<file path="src/tx_ctrl_pkg.sv">
package tx_ctrl_pkg;
  localparam int unsigned CLK_HZ                = 100_000_000;
  localparam int unsigned TICK_US               = 1000;
  localparam int unsigned TICK_CYCLES           = CLK_HZ / 1_000_000 * TICK_US;
  localparam int unsigned RESTART_PERIOD_S      = 5;
  localparam int unsigned RESTART_PERIOD_TICKS  = RESTART_PERIOD_S * 1_000_000 / TICK_US;
  localparam int unsigned RESTART_TIMEOUT_S     = 30;
  localparam int unsigned RESTART_TIMEOUT_TICKS = RESTART_TIMEOUT_S * 1_000_000 / TICK_US;
  localparam int unsigned DECAY_MIN             = 30;
  localparam int unsigned DECAY_STEP_TICKS      =
    DECAY_MIN * 60 * (1_000_000 / TICK_US) / RESTART_TIMEOUT_TICKS;
  localparam int unsigned RESTART_PULSE_MS      = 10;
  localparam int unsigned RESTART_PULSE_TICKS   = RESTART_PULSE_MS * 1000 / TICK_US;
  localparam int unsigned DEBOUNCE_MS           = 20;
  localparam int unsigned DEBOUNCE_TICKS        = DEBOUNCE_MS * 1000 / TICK_US;
  localparam int unsigned SAMPLE_W              = 12;
  localparam int unsigned FAULT_THRESHOLD_MV    = 2250;
  localparam logic [11:0] FAULT_THRESHOLD       = 12'(FAULT_THRESHOLD_MV);
  localparam int unsigned STEP_W                = 6;
  localparam logic [5:0]  STEP_MAX              = 6'h3F;
  localparam logic [5:0]  STEP_RST              = 6'h00;
  localparam logic [7:0]  CTRL_OFS              = 8'h00;
  localparam logic [7:0]  CMD_OFS               = 8'h04;
  localparam logic [7:0]  STATUS_OFS            = 8'h08;
  localparam logic [7:0]  IDLE_MAX_OFS          = 8'h0C;
  localparam logic [7:0]  MAX_ANALOG_OFS        = 8'h10;
  localparam logic [7:0]  MAX_HYBRID_OFS        = 8'h14;
  localparam logic [7:0]  MAX_DIGITAL_OFS       = 8'h18;
  localparam logic [1:0]  CTRL_RST              = 2'h0;
  localparam logic [7:0]  IDLE_MAX_RST          = 8'h80;
  localparam logic [7:0]  MODE_MAX_RST          = 8'hFF;
  localparam int unsigned CTRL_REMOTE_EN_BIT    = 0;
  localparam int unsigned CTRL_MUTE_BIT         = 1;
  localparam int unsigned CMD_ON_BIT            = 0;
  localparam int unsigned CMD_OFF_BIT           = 1;
  localparam int unsigned CMD_RAISE_BIT         = 2;
  localparam int unsigned CMD_LOWER_BIT         = 3;
  localparam int unsigned SYNC_W                = 13;

  typedef enum logic [1:0] {MOD_OFF, MOD_ON, MOD_RESET} module_cmd_e;

  typedef struct packed {
    logic on;
    logic off;
    logic raise;
    logic lower;
  } buttons_s;

  typedef struct packed {
    logic analog_only;
    logic hybrid;
    logic digital_or_split;
  } mode_s;
endpackage

</file>
<file path="src/input_sync.sv">
`timescale 1ns/1ps
module input_sync #(
  parameter int unsigned W = 1
) (
  input  wire logic         mclk,
  input  wire logic         rst,
  input  wire logic [W-1:0] raw,
  output logic      [W-1:0] level
);
  logic [W-1:0] s1;
  logic [W-1:0] s2;
  logic [W-1:0] s3;

  // A change is accepted once stages two and three agree, so a late edge is never half-seen.
  always_ff @(posedge mclk) begin
    if (rst) begin
      s1 <= '0;
      s2 <= '0;
      s3 <= '0;
    end else begin
      s1 <= raw;
      s2 <= s1;
      s3 <= s2;
    end
  end

  genvar i;
  generate
    for (i = 0; i < W; i++) begin : g_bit
      always_ff @(posedge mclk) begin
        if (rst) begin
          level[i] <= 1'b0;
        end else if (s2[i] == s3[i]) begin
          level[i] <= s3[i];
        end
      end
    end
  endgenerate
endmodule

</file>
<file path="src/button_debounce.sv">
`timescale 1ns/1ps
module button_debounce #(
  parameter int unsigned TICKS = 20
) (
  input  wire logic mclk,
  input  wire logic rst,
  input  wire logic tick,
  input  wire logic pressed,
  output logic      press_pulse
);
  logic [15:0] count;
  logic        stable;

  always_ff @(posedge mclk) begin
    if (rst) begin
      count <= 16'h0000;
      stable <= 1'b0;
    end else if (pressed == stable) begin
      count <= 16'h0000;
    end else if (tick) begin
      if (count >= 16'(TICKS - 1)) begin
        count <= 16'h0000;
        stable <= pressed;
      end else begin
        count <= count + 16'h0001;
      end
    end
  end

  always_ff @(posedge mclk) begin
    if (rst) begin
      press_pulse <= 1'b0;
    end else begin
      press_pulse <= tick && pressed && !stable && (count >= 16'(TICKS - 1));
    end
  end
endmodule

</file>
<file path="src/tx_controller.sv">
// Overview of operation
// - A broken external interlock forces the stored on state off.
// - Load over-temperature above 125 C also forces the transmitter off.
// - Off-status flag follows the off state, is reported, and zeroes power control.
// - Restart pulses go to the power modules about every five seconds.
// - Pulses need on, modules off, mains good, interlock good, no timeout.
// - Attempt time accumulates while pulses are called; thirty seconds latches timeout.
// - Without restart demand or a latched timeout, accumulated attempt time decays to empty in thirty minutes.
// - Any on command clears the accumulator; it clears the timeout fault unless the limit is reached in the same cycle.
// - Power setting has 64 logarithmic steps; raise and lower move one step.
// - Panel raise/lower always work; remote ones only with remote enabled.
// - An active mute request forces power control to zero.
// - Carrier status lines decode to analog, hybrid or digital/split mode.
// - Neither carrier present maps to the digital/split mode.
// - One-hot mode outputs pick setpoint, meter calibration and indicator.
// - Class C bias in analog-only mode, zero bias in other modes.
// - Bias shift switch off keeps zero bias even in analog-only mode.
// - Forward sample below threshold flags low gain; reverse above flags foldback.
// - Any PA module shutdown clamps power control to the idle maximum.
// - Module command is off, on, or reset that clears module faults.
//
// The AHB-Lite register port and the address map were decided locally.
`timescale 1ns/1ps
module tx_controller
  import tx_ctrl_pkg::*;
#(
  parameter int unsigned TICK         = tx_ctrl_pkg::TICK_CYCLES,
  parameter int unsigned PERIOD_TICKS = tx_ctrl_pkg::RESTART_PERIOD_TICKS,
  parameter int unsigned TIMEOUT_TKS  = tx_ctrl_pkg::RESTART_TIMEOUT_TICKS
) (
  input  wire logic                  mclk,
  input  wire logic                  rst,
  input  wire logic                  hsel,
  input  wire logic [31:0]           haddr,
  input  wire logic [1:0]            htrans,
  input  wire logic                  hwrite,
  input  wire logic [2:0]            hsize,
  input  wire logic [31:0]           hwdata,
  input  wire logic                  hready,
  output logic                       hreadyout,
  output logic                       hresp,
  output logic [31:0]                hrdata,
  input  wire logic                  interlock_fault,
  input  wire logic                  load_overtemp,
  input  wire logic                  mains_fault,
  input  wire logic                  pa_volts_present,
  input  wire logic                  module_shutdown,
  input  wire logic                  analog_carrier_present_n,
  input  wire logic                  digital_carrier_present_n,
  input  wire logic                  exciter_mute,
  input  wire logic                  bias_shift_enable_switch,
  input  wire tx_ctrl_pkg::buttons_s panel_buttons,
  input  wire logic [11:0]           fwd_sample,
  input  wire logic [11:0]           rev_sample,
  output tx_ctrl_pkg::module_cmd_e   module_cmd,
  output logic                       tx_off_status,
  output logic                       restart_fault,
  output logic [7:0]                 power_control_level,
  output tx_ctrl_pkg::mode_s         mode,
  output logic                       pa_bias_class_c,
  output logic                       low_gain_fault,
  output logic                       foldback_fault
);
  import tx_ctrl_pkg::*;

  logic [SYNC_W-1:0] sync_level;
  buttons_s          pb;
  buttons_s          rcmd;
  buttons_s          cmd_wr;
  logic              s_ilock;
  logic              s_overtemp;
  logic              s_mains;
  logic              s_pa_volts;
  logic              s_shutdown;
  logic              s_analog_n;
  logic              s_digital_n;
  logic              s_mute;
  logic              s_bias_sw;
  logic [31:0]       tick_cnt;
  logic              tick;
  logic              tx_on;
  logic [1:0]        ctrl;
  logic [7:0]        idle_max;
  logic [7:0]        mode_max [3];
  logic [5:0]        power_step;
  logic              on_cmd;
  logic              off_cmd;
  logic              raise_cmd;
  logic              lower_cmd;
  logic              restart_call;
  logic [31:0]       period_cnt;
  logic [15:0]       pulse_cnt;
  logic [31:0]       accum;
  logic [15:0]       decay_cnt;
  logic              wr_pend;
  logic [7:0]        wr_ofs;
  logic [31:0]       next_rdata;
  logic [7:0]        sel_max;
  logic [15:0]       product;
  logic [7:0]        next_level;

  // Decodes the word offset of a bus address; shared by the read and write paths.
  function automatic logic [7:0] word_ofs(input logic [31:0] a);
    return {a[7:2], 2'b00};
  endfunction

  // Log weighting: the top 16 steps are 8 apart, each lower group halves that spacing.
  function automatic logic [7:0] step_weight(input logic [5:0] s);
    logic [5:0] d;
    logic [7:0] base;
    d = STEP_MAX - s;
    base = 8'hFF - {1'b0, d[3:0], 3'h0};
    if (s == 6'h00) begin
      return 8'h00;
    end
    return base >> d[5:4];
  endfunction

  input_sync #(
    .W (SYNC_W)
  ) u_sync (
    .mclk  (mclk),
    .rst   (rst),
    .raw   ({interlock_fault, load_overtemp, mains_fault, pa_volts_present,
             module_shutdown, analog_carrier_present_n, digital_carrier_present_n,
             exciter_mute, bias_shift_enable_switch, panel_buttons}),
    .level (sync_level)
  );

  assign {s_ilock, s_overtemp, s_mains, s_pa_volts, s_shutdown, s_analog_n,
          s_digital_n, s_mute, s_bias_sw} = sync_level[SYNC_W-1:4];

  genvar b;
  generate
    for (b = 0; b < 4; b++) begin : g_button
      button_debounce #(
        .TICKS (DEBOUNCE_TICKS)
      ) u_db (
        .mclk        (mclk),
        .rst         (rst),
        .tick        (tick),
        .pressed     (sync_level[b]),
        .press_pulse (pb[b])
      );
    end
  endgenerate

  // Millisecond tick keeps the long timers narrow.
  always_ff @(posedge mclk) begin
    if (rst) begin
      tick_cnt <= 32'h00000000;
      tick <= 1'b0;
    end else if (tick_cnt >= 32'(TICK - 1)) begin
      tick_cnt <= 32'h00000000;
      tick <= 1'b1;
    end else begin
      tick_cnt <= tick_cnt + 32'h00000001;
      tick <= 1'b0;
    end
  end

  // Remote commands are write pulses; they only count while remote control is enabled.
  assign rcmd = ctrl[CTRL_REMOTE_EN_BIT] ? cmd_wr : '0;
  assign on_cmd = pb.on || rcmd.on;
  assign off_cmd = pb.off || rcmd.off;
  assign raise_cmd = pb.raise || rcmd.raise;
  assign lower_cmd = pb.lower || rcmd.lower;

  // Shutdown conditions dominate any command, like a hardware override of the latch.
  always_ff @(posedge mclk) begin
    if (rst) begin
      tx_on <= 1'b0;
    end else if (s_ilock) begin
      tx_on <= 1'b0;
    end else if (s_overtemp) begin
      tx_on <= 1'b0;
    end else if (off_cmd) begin
      tx_on <= 1'b0;
    end else if (on_cmd) begin
      tx_on <= 1'b1;
    end
  end

  always_ff @(posedge mclk) begin
    if (rst) begin
      tx_off_status <= 1'b1;
    end else begin
      tx_off_status <= !tx_on;
    end
  end

  assign restart_call = tx_on && !s_pa_volts && !s_mains && !s_ilock && !restart_fault;

  // Period counter; a pulse fires each time a full period of demand has passed.
  always_ff @(posedge mclk) begin
    if (rst || !restart_call) begin
      period_cnt <= 32'h00000000;
    end else if (tick) begin
      if (period_cnt >= 32'(PERIOD_TICKS - 1)) begin
        period_cnt <= 32'h00000000;
      end else begin
        period_cnt <= period_cnt + 32'h00000001;
      end
    end
  end

  // An on command also issues a reset pulse, as the panel button does on the real chassis.
  always_ff @(posedge mclk) begin
    if (rst) begin
      pulse_cnt <= 16'h0000;
    end else if (on_cmd || (restart_call && tick && period_cnt >= 32'(PERIOD_TICKS - 1))) begin
      pulse_cnt <= 16'(RESTART_PULSE_TICKS);
    end else if (tick && pulse_cnt != 16'h0000) begin
      pulse_cnt <= pulse_cnt - 16'h0001;
    end
  end

  always_ff @(posedge mclk) begin
    if (rst) begin
      module_cmd <= MOD_OFF;
    end else if (pulse_cnt != 16'h0000) begin
      module_cmd <= MOD_RESET;
    end else if (tx_on) begin
      module_cmd <= MOD_ON;
    end else begin
      module_cmd <= MOD_OFF;
    end
  end

  // Attempt accumulator: charges while pulses are called, leaks slowly otherwise unless the timeout is latched.
  always_ff @(posedge mclk) begin
    if (rst || on_cmd) begin
      accum <= 32'h00000000;
      decay_cnt <= 16'h0000;
    end else if (restart_call) begin
      decay_cnt <= 16'h0000;
      if (tick && accum < 32'(TIMEOUT_TKS)) begin
        accum <= accum + 32'h00000001;
      end
    end else if (!restart_fault && tick && accum != 32'h00000000) begin
      if (decay_cnt >= 16'(DECAY_STEP_TICKS - 1)) begin
        decay_cnt <= 16'h0000;
        accum <= accum - 32'h00000001;
      end else begin
        decay_cnt <= decay_cnt + 16'h0001;
      end
    end
  end

  // Reaching the limit wins over a simultaneous on command.
  always_ff @(posedge mclk) begin
    if (rst) begin
      restart_fault <= 1'b0;
    end else if (restart_call && accum >= 32'(TIMEOUT_TKS)) begin
      restart_fault <= 1'b1;
    end else if (on_cmd) begin
      restart_fault <= 1'b0;
    end
  end

  always_ff @(posedge mclk) begin
    if (rst) begin
      power_step <= STEP_RST;
    end else if (raise_cmd && !lower_cmd && power_step != STEP_MAX) begin
      power_step <= power_step + 6'h01;
    end else if (lower_cmd && !raise_cmd && power_step != 6'h00) begin
      power_step <= power_step - 6'h01;
    end
  end

  always_ff @(posedge mclk) begin
    if (rst) begin
      mode <= '{analog_only: 1'b0, hybrid: 1'b0, digital_or_split: 1'b1};
    end else begin
      mode.analog_only <= !s_analog_n && s_digital_n;
      mode.hybrid <= !s_analog_n && !s_digital_n;
      mode.digital_or_split <= s_analog_n;
    end
  end

  always_ff @(posedge mclk) begin
    if (rst) begin
      pa_bias_class_c <= 1'b0;
    end else begin
      pa_bias_class_c <= mode.analog_only && s_bias_sw;
    end
  end

  always_ff @(posedge mclk) begin
    if (rst) begin
      low_gain_fault <= 1'b0;
      foldback_fault <= 1'b0;
    end else begin
      low_gain_fault <= fwd_sample < FAULT_THRESHOLD;
      foldback_fault <= rev_sample > FAULT_THRESHOLD;
    end
  end

  // The mode's maximum scales the stepped weight, so raise and lower span zero to one below that maximum.
  always_comb begin
    sel_max = mode.analog_only ? mode_max[0] : (mode.hybrid ? mode_max[1] : mode_max[2]);
    product = 16'(step_weight(power_step)) * 16'(sel_max);
    next_level = product[15:8];
    if (s_shutdown && next_level > idle_max) begin
      next_level = idle_max;
    end
    if (tx_off_status || s_mute || ctrl[CTRL_MUTE_BIT]) begin
      next_level = 8'h00;
    end
  end

  always_ff @(posedge mclk) begin
    if (rst) begin
      power_control_level <= 8'h00;
    end else begin
      power_control_level <= next_level;
    end
  end

  // Zero-wait slave: writes land in the data phase, reads are registered at the address phase.
  assign hreadyout = 1'b1;
  assign hresp = 1'b0;

  always_ff @(posedge mclk) begin
    if (rst) begin
      wr_pend <= 1'b0;
      wr_ofs <= 8'h00;
    end else begin
      wr_pend <= hsel && hready && htrans[1] && hwrite;
      wr_ofs <= word_ofs(haddr);
    end
  end

  always_comb begin
    cmd_wr = '0;
    if (wr_pend && wr_ofs == CMD_OFS) begin
      cmd_wr.on = hwdata[CMD_ON_BIT];
      cmd_wr.off = hwdata[CMD_OFF_BIT];
      cmd_wr.raise = hwdata[CMD_RAISE_BIT];
      cmd_wr.lower = hwdata[CMD_LOWER_BIT];
    end
  end

  always_ff @(posedge mclk) begin
    if (rst) begin
      ctrl <= CTRL_RST;
      idle_max <= IDLE_MAX_RST;
      mode_max <= '{MODE_MAX_RST, MODE_MAX_RST, MODE_MAX_RST};
    end else if (wr_pend) begin
      case (wr_ofs)
        CTRL_OFS:        ctrl <= hwdata[1:0];
        IDLE_MAX_OFS:    idle_max <= hwdata[7:0];
        MAX_ANALOG_OFS:  mode_max[0] <= hwdata[7:0];
        MAX_HYBRID_OFS:  mode_max[1] <= hwdata[7:0];
        MAX_DIGITAL_OFS: mode_max[2] <= hwdata[7:0];
        default:         ctrl <= ctrl;
      endcase
    end
  end

  always_comb begin
    case (word_ofs(haddr))
      CTRL_OFS:        next_rdata = {30'h0, ctrl};
      STATUS_OFS:      next_rdata = {14'h0, power_step, mode, foldback_fault, low_gain_fault,
                                     s_shutdown, s_ilock, s_overtemp, s_mains, restart_fault,
                                     tx_off_status, tx_on};
      IDLE_MAX_OFS:    next_rdata = {24'h0, idle_max};
      MAX_ANALOG_OFS:  next_rdata = {24'h0, mode_max[0]};
      MAX_HYBRID_OFS:  next_rdata = {24'h0, mode_max[1]};
      MAX_DIGITAL_OFS: next_rdata = {24'h0, mode_max[2]};
      default:         next_rdata = 32'h00000000;
    endcase
  end

  always_ff @(posedge mclk) begin
    if (rst) begin
      hrdata <= 32'h00000000;
    end else if (hsel && hready && htrans[1] && !hwrite) begin
      hrdata <= next_rdata;
    end
  end
endmodule

</file>
<file path="config.mk">
export PLATFORM = sky130hd
export DESIGN_NAME = tx_controller
export DESIGN_NICKNAME = d
export VERILOG_FILES = /design/src/tx_ctrl_pkg.sv /design/src/input_sync.sv /design/src/button_debounce.sv /design/src/tx_controller.sv
export SDC_FILE = /design/constraint.sdc
export NUM_CORES = 1
export LEC_CHECK = 0
export BUFFER_PORTS_ARGS = -buffer_cell sky130_fd_sc_hd__buf_2
export CORE_MARGIN = 2
export CORE_UTILIZATION = 44
export CTS_CLUSTER_DIAMETER = 40
export DETAILED_ROUTE_END_ITERATION = 10
export HOLD_SLACK_MARGIN = 0.03
export PLACE_DENSITY = 0.67
export SYNTH_ARGS = -nofsm -noshare
export SYNTH_HDL_FRONTEND = slang
export SYNTH_SLANG_ARGS = --single-unit
</file>
<file path="constraint.sdc">
create_clock -name mclk -period 13.1 [get_ports mclk]
set_input_delay 0 -clock mclk [delete_from_list [all_inputs] [get_ports mclk]]
set_output_delay 0 -clock mclk [all_outputs]
set_load 0.03 [all_outputs]
</file>
==> flow_summary.yaml, run 1 <==
worst_setup_path:
  max_stage_delay_ns: 0.83
  slowest_stage: "o211ai_1"
  crit_start: "mode[1]"
  reg2reg_slack_ns: 5.24
  crit_required_ns: 13.49
  timing.rr.end: "power_control_level[7]"
  critPathLaunchType: "flop"
  arrival_ns: 8.25
  cp-end-kind: "flop"
  path_class: "reg2reg"
  crit_fanout: 10
  reg2reg_from: "mode[1]"
  path_buf_inv: 1
  cp_top_family: "compound AO/OA/AOI/OAI gates"
  path_depth: 22
  path_cells: "mux2i_1, nor2_1, a21oi_1, nor2_1, fa_1, fa_1, ha_1, fa_1, ha_1, nand2_1, or4b_1, o41ai_4, nand4_1, a31oi_1, a21oi_1, xnor2_1, inv_1, ha_1, nand4_1, o211ai_1, nor2_1, a211oi_1"
  cp-endpoint: "power_control_level[7]"
  rr_worst_depth: 22
grt:
  grt-ovfl-total: 0
  grt_max_degree: 80
  grtUsageTotal: 0.1882
  grt_pass1_wl_um: 64310
  antenna_found_initial: 0
  grt_pass1_vias: 13300
die:
  dieArea_mm2: 0.04045
  start_util: 0.4444
  die_w_um: 201.1
  ioPinCount: 163
  die_y_um: 201.1
  coreArea_mm2: 0.03847
  num_rows: 72
worst_hold_path:
  min_path_type: "in2reg"
  min_from: "hwrite"
timing:
  rsz0062_at_grt: "false"
  clock_skew_ns: 0.02594
  drv_slew: 0
  slew_headroom: 0.1749
  fin_crit_sh: 0.5998
  setup_violations: 0
  fin_tns_setup_ns: 0
  setup_ws_ns: 5.242
  tightest_slew_ns: 1.235
  layout_min_cycle_time_ns: 7.858
  finalHoldViolations: 0
  max_freq_ghz: 0.1273
yosys:
  synth_cells: 1980
  syn_area_mm2: 0.01710
  synth-edff-count: 0
  yosys.area.top_type_share: 0.3946
  yosysTopAreaCell: "dfxtp_1"
  yosys-top-cells-count: "337 x dfxtp_1, 318 x nor2_1, 200 x nand2_1"
  synth_most_common_cell: "dfxtp_1"
  yosysWarningCount: 0
  yosys-top-cells-area: "dfxtp_1 39%, nor2_1 7.0%, ha_1 6.1%"
  synthArstFlopShare: 0
  synth_top_flop_cell: "dfxtp_1"
  ys_ff_latch: 337
  yosysSeqAreaShare: 0.3946
  syn_avg_cell_area_um2: 8.634
  synth_cell_types: 78
final_layout:
  drive_above_1_share: 0.09949
  finalNonFillerCells: 2659
  nets: 2336
  fin_util: 0.5165
  syn_to_final_growth_pct: 16.21
  num_antenna_cells: 0
  fillers: 3571
power_and_ir_drop:
  peakVddDrop_uv: 93.28
  total_power_w: 0.002456
  leakage_nw: 8.439
  powerDensity_mw_per_mm2: 123.6
clocking:
  cts_tree: "done"
  root_buffer: "clkbuf_16"
  cts.sink_count: 337
  clk_pin_slew_ns: 0.06
  cts.repair.resized: 0
  clock_path_buffers: 3
  h-tree-depth: 2
  clock_latency_ns: 0.56
  cts_buffers: 46
placement:
  dp_worst_setup_slack_ns: 5.462
  hpwl_um: 27100
  globalplace.congestion: 0.8568
  dp_cells: 2536
  portBuffers: 91
routing:
  viasPerCell: 5.224
  drc_errors: 0
  drt_iter0_drc: 719
  drtPass1Iterations: 4
  routedWlPerCell_um: 14.52
  vias: 13890
  wl_um: 38620
  ant_nets: 0
run_status:
  status: "finished clean"
flow_run:
  max_cap_violations: 0
==> repair_timing <==
| action | 4_1_cts | 5_1_grt |
|---|---|---|
| hold buffers | 39 | 0 |
| hold endpoints to repair | 83 | 0 |
| setup buffers | 0 | 0 |
==> per-layer routing <==
layer	up-vias	global-route usage	share of wire
met5	-	0	0
met4	0	0.06058	0.024
met3	65	0.03013	0.037
met2	236	0.3234	0.48
met1	6556	0.2417	0.46
li1	7034	-	-
==> kinds of logic (layout without fill, tap and decap cells) <==
kind of cell	after synthesis	after routing	synth area share
buf+inv	161	293	0.04033
compound gates	298	298	0.1121
other cells	2	31	0.0004393
simple gates	868	868	0.2440
fa+ha+maj	120	120	0.1041
mux	59	59	0.03528
flops	337	337	0.3946
xor+xnor	135	135	0.06917
==> layout by cell type (no fill, tap or decap), types with 50 or more instances in the layout <==
master	synthesis	final
a21oi_1	107	107
buf_2	11	90
dfxtp_1	337	337
ha_1	83	83
inv_1	72	72
mux2i_1	53	53
nand2_1	200	200
nand3_1	50	50
nor2_1	318	318
nor2b_1	55	55
xnor2_1	59	59
xor2_1	76	76
==> worst min-delay path, cell delays in order <==
cell and delay (ns):
buf_2 0.09, or2_2 0.40, a21oi_1 0.13, nor2_1 0.07
==> state kept, by name (all words and copies together), names as in the netlist, 13 cells and up <==
| register | flops |
|---|---|
| g_button.u_db.count | 64 |
| accum | 32 |
| period_cnt | 32 |
| tick_cnt | 32 |
| mode_max | 24 |
| hrdata | 18 |
| decay_cnt | 16 |
| pulse_cnt | 16 |
| u_sync.level | 13 |
| u_sync.s1 | 13 |
| u_sync.s2 | 13 |
| u_sync.s3 | 13 |
==> per-stage QoR <==
step	hold slack, ns	cell area (um2)
after floorplan	0.09180	17200
after global placement	0.1841	17940
after detailed placement	0.1882	17940
after CTS	0.1366	19870
after global routing	0.2079	19870
final	0.1791	19870
==> final cells by class <==
type                            count  area, um2  share of cell area
Multi-Input combinational cell   1511       9768              0.4917
Sequential cell                   337       6746              0.3396
Clock buffer                       59       1281             0.06449
Timing Repair Buffer              137      900.9             0.04535
Tap cell                          518      648.1             0.03262
Inverter                           72      270.3             0.01360
Clock inverter                     25      251.5             0.01266
==> report_power, final <==
part / internal (W) / switching (W)
Clock: 0.000729 / 0.000486
Sequential: 0.00105 / 0.0000204
Combinational: 0.0000730 / 0.0000932
Total: 0.00186 / 0.000600
==> how the worst min path moves through the flow <==
stage                endpoint  slack (ns)  cells past startpoint
2_1_floorplan  low_gain_fault        0.09                      1
3_3_place_gp   low_gain_fault        0.18                      2
3_5_place_dp   low_gain_fault        0.19                      2
4_1_cts             hrdata[0]        0.14                      4
5_1_grt             wr_ofs[5]        0.21                      3
6_report            hrdata[1]        0.18                      4
Power figures use the tool's default switching activity.
==> run 2: changes to the inputs <==
Settings changed: ABC_AREA set to 1, PLACE_DENSITY 0.67 to 0.69.
Clock period 13.1 ns to 7 ns, I/O delays scaled along.
==> flow_summary.yaml, run 2 <==
run_status:
  status: "finished clean"
timing:
  drv_slew: 0
  finalHoldViolations: 0
  fin_crit_sh: 0.9357
  tightest_slew_ns: 1.113
  max_freq_ghz: 0.1527
  layout_min_cycle_time_ns: 6.550
  slew_headroom: 0.2543
  clock_skew_ns: 0.03020
  setup_violations: 0
power_and_ir_drop:
  total_power_w: 0.004752
  peakVddDrop_uv: 140.3
  leakage_nw: 9.334
  powerDensity_mw_per_mm2: 233.5
final_layout:
  num_antenna_cells: 0
  final_cell_area_mm2: 0.02035
  final_cell_mix: "464 x nand2_1, 401 x nor2_1, 336 x dfxtp_1"
  largest_reg_flops: 64
  syn_to_final_growth_pct: 16.57
  mostFrequentLayoutCell: "nand2_1"
  nets: 2748
  regArea_mm2: 0.006748
  multi_input_area_mm2: 0.009296
  top_register: "g_button.u_db.count"
  drive_above_1_share: 0.09447
  fillers: 3706
worst_setup_path:
  crit_path_frequent_cell: "inv_1"
  crit_fanout: 13
  crit_required_ns: 7.47
  arrival_ns: 7.02
  path_class: "reg2reg"
  critPathLaunchType: "flop"
  max_stage_delay_ns: 0.54
  slowest_stage: "fa_1"
  cp-end-kind: "flop"
  rr_worst_depth: 30
clocking:
  cts_buffers: 46
  cts.sink_count: 337
  root_buffer: "clkbuf_16"
  clock_path_buffers: 3
  clk_pin_slew_ns: 0.06
  cts_tree: "done"
  clock_latency_ns: 0.58
  h-tree-depth: 2
yosys:
  synthArstFlopShare: 0
  synth_most_common_cell: "nand2_1"
  yosysSeqAreaShare: 0.3864
  yosys-top-cells-count: "464 x nand2_1, 401 x nor2_1, 337 x dfxtp_1"
  syn_avg_cell_area_um2: 7.367
  yosysWarningCount: 0
  synth_top_flop_cell: "dfxtp_1"
  ys_ff_latch: 337
  yosysTopAreaCell: "dfxtp_1"
  yosys.area.top_type_share: 0.3864
  syn_area_mm2: 0.01746
  yosys-top-cells-area: "dfxtp_1 39%, nand2_1 10%, nor2_1 8.6%"
  synth_cell_types: 57
  synth-edff-count: 0
  synth_cells: 2370
grt:
  grt_max_degree: 69
  antenna_found_initial: 0
  grtUsageTotal: 0.2037
  grt_pass1_vias: 14890
  grt-ovfl-total: 0
  grt_pass1_wl_um: 70150
routing:
  ant_nets: 0
  drc_errors: 0
  routedWlPerCell_um: 13.63
  wl_um: 41830
  vias: 15460
  viasPerCell: 5.037
  drtPass1Iterations: 5
  drt_iter0_drc: 970
die:
  dieArea_mm2: 0.04129
  die_y_um: 203.2
  coreArea_mm2: 0.03892
  die_w_um: 203.2
  num_rows: 72
  start_util: 0.4487
  ioPinCount: 163
placement:
  globalplace.congestion: 0.9058
  placed_area_mm2: 0.01833
  hpwl_um: 30720
  portBuffers: 91
worst_hold_path:
  min_path_type: "in2reg"
  holdPathStages: 5
flow_run:
  max_cap_violations: 0
run 2: final cells by class:
type | instances | area share
tap | 518 | 0.03184
multi-input combinational | 1692 | 0.4567
inverter | 293 | 0.05416
timing repair buffer | 147 | 0.04856
sequential | 337 | 0.3315
clock inverter | 27 | 0.01647
clock buffer | 55 | 0.06073
run 2: power by group:
group / switching [W] / internal [W]
Clock: 0.000909 / 0.00147
Sequential: 0.0000318 / 0.00196
Combinational: 0.000242 / 0.000141
run 2: per-stage QoR:
| step | TNS [ns] | instances | utilization | worst slack [ns] | hold slack [ns] |
|---|---|---|---|---|---|
| floorplan | 0 | 2399 | - | 1.030 | 0.09589 |
| global placement | 0 | 2943 | 0.4709 | 0.3304 | 0.1869 |
| detailed placement | 0 | 2943 | 0.4709 | 0.2377 | 0.1926 |
| CTS | 0 | 3069 | 0.5226 | 0.1983 | 0.09925 |
| global route | -0.01951 | 3069 | 0.5230 | -0.01951 | 0.1463 |
| finish | 0 | 3069 | 0.5230 | 0.4502 | 0.08099 |
run 2: worst max-delay path, delay by kind of cell, from the launching register on:
family / cells / cell delay, ns
adders and majority gates: 6 / 2.65
AOI/OAI and AO/OA: 7 / 1.38
and+or+nand+nor: 9 / 1.24
buffers and inverters: 8 / 0.70
DFF: 1 / 0.46
run 2: what timing repair did:
item / 4_1_cts / 5_1_grt
setup buffers: 0 / 0
hold endpoints to repair: 91 / 0
resized for setup: 0 / 5
setup endpoints to repair: 0 / 8
hold buffers: 44 / 0
run 2: logic make-up after synthesis:
group                      count (synthesis)  synth area share
DFF                                      337            0.3864
adders and majority gates                120            0.1019
buffers and inverters                    370           0.08836
xor gates and xnor gates                  61           0.03060
AOI/OAI and AO/OA                        351            0.1160
and+or+nand+nor                         1129            0.2763
other                                      2         0.0004301
run 2: final timing paths:
check | start | endpoint | slack [ns]
max reg2reg | power_step[0] | power_control_level[5] | 0.45
min reg2reg | u_sync.s1[9] | u_sync.s2[9] | 0.38
max | power_step[0] | power_control_level[5] | 0.45
min | hready | hrdata[6] | 0.08
run 2: routing by layer:
metal / track usage / share of wire / up-vias
li1: - / - / 7926
met3: 0.03340 / 0.053 / 78
met5: 0 / 0 / -
met2: 0.3470 / 0.47 / 365
met1: 0.2635 / 0.46 / 7090
met4: 0.06517 / 0.024 / 0
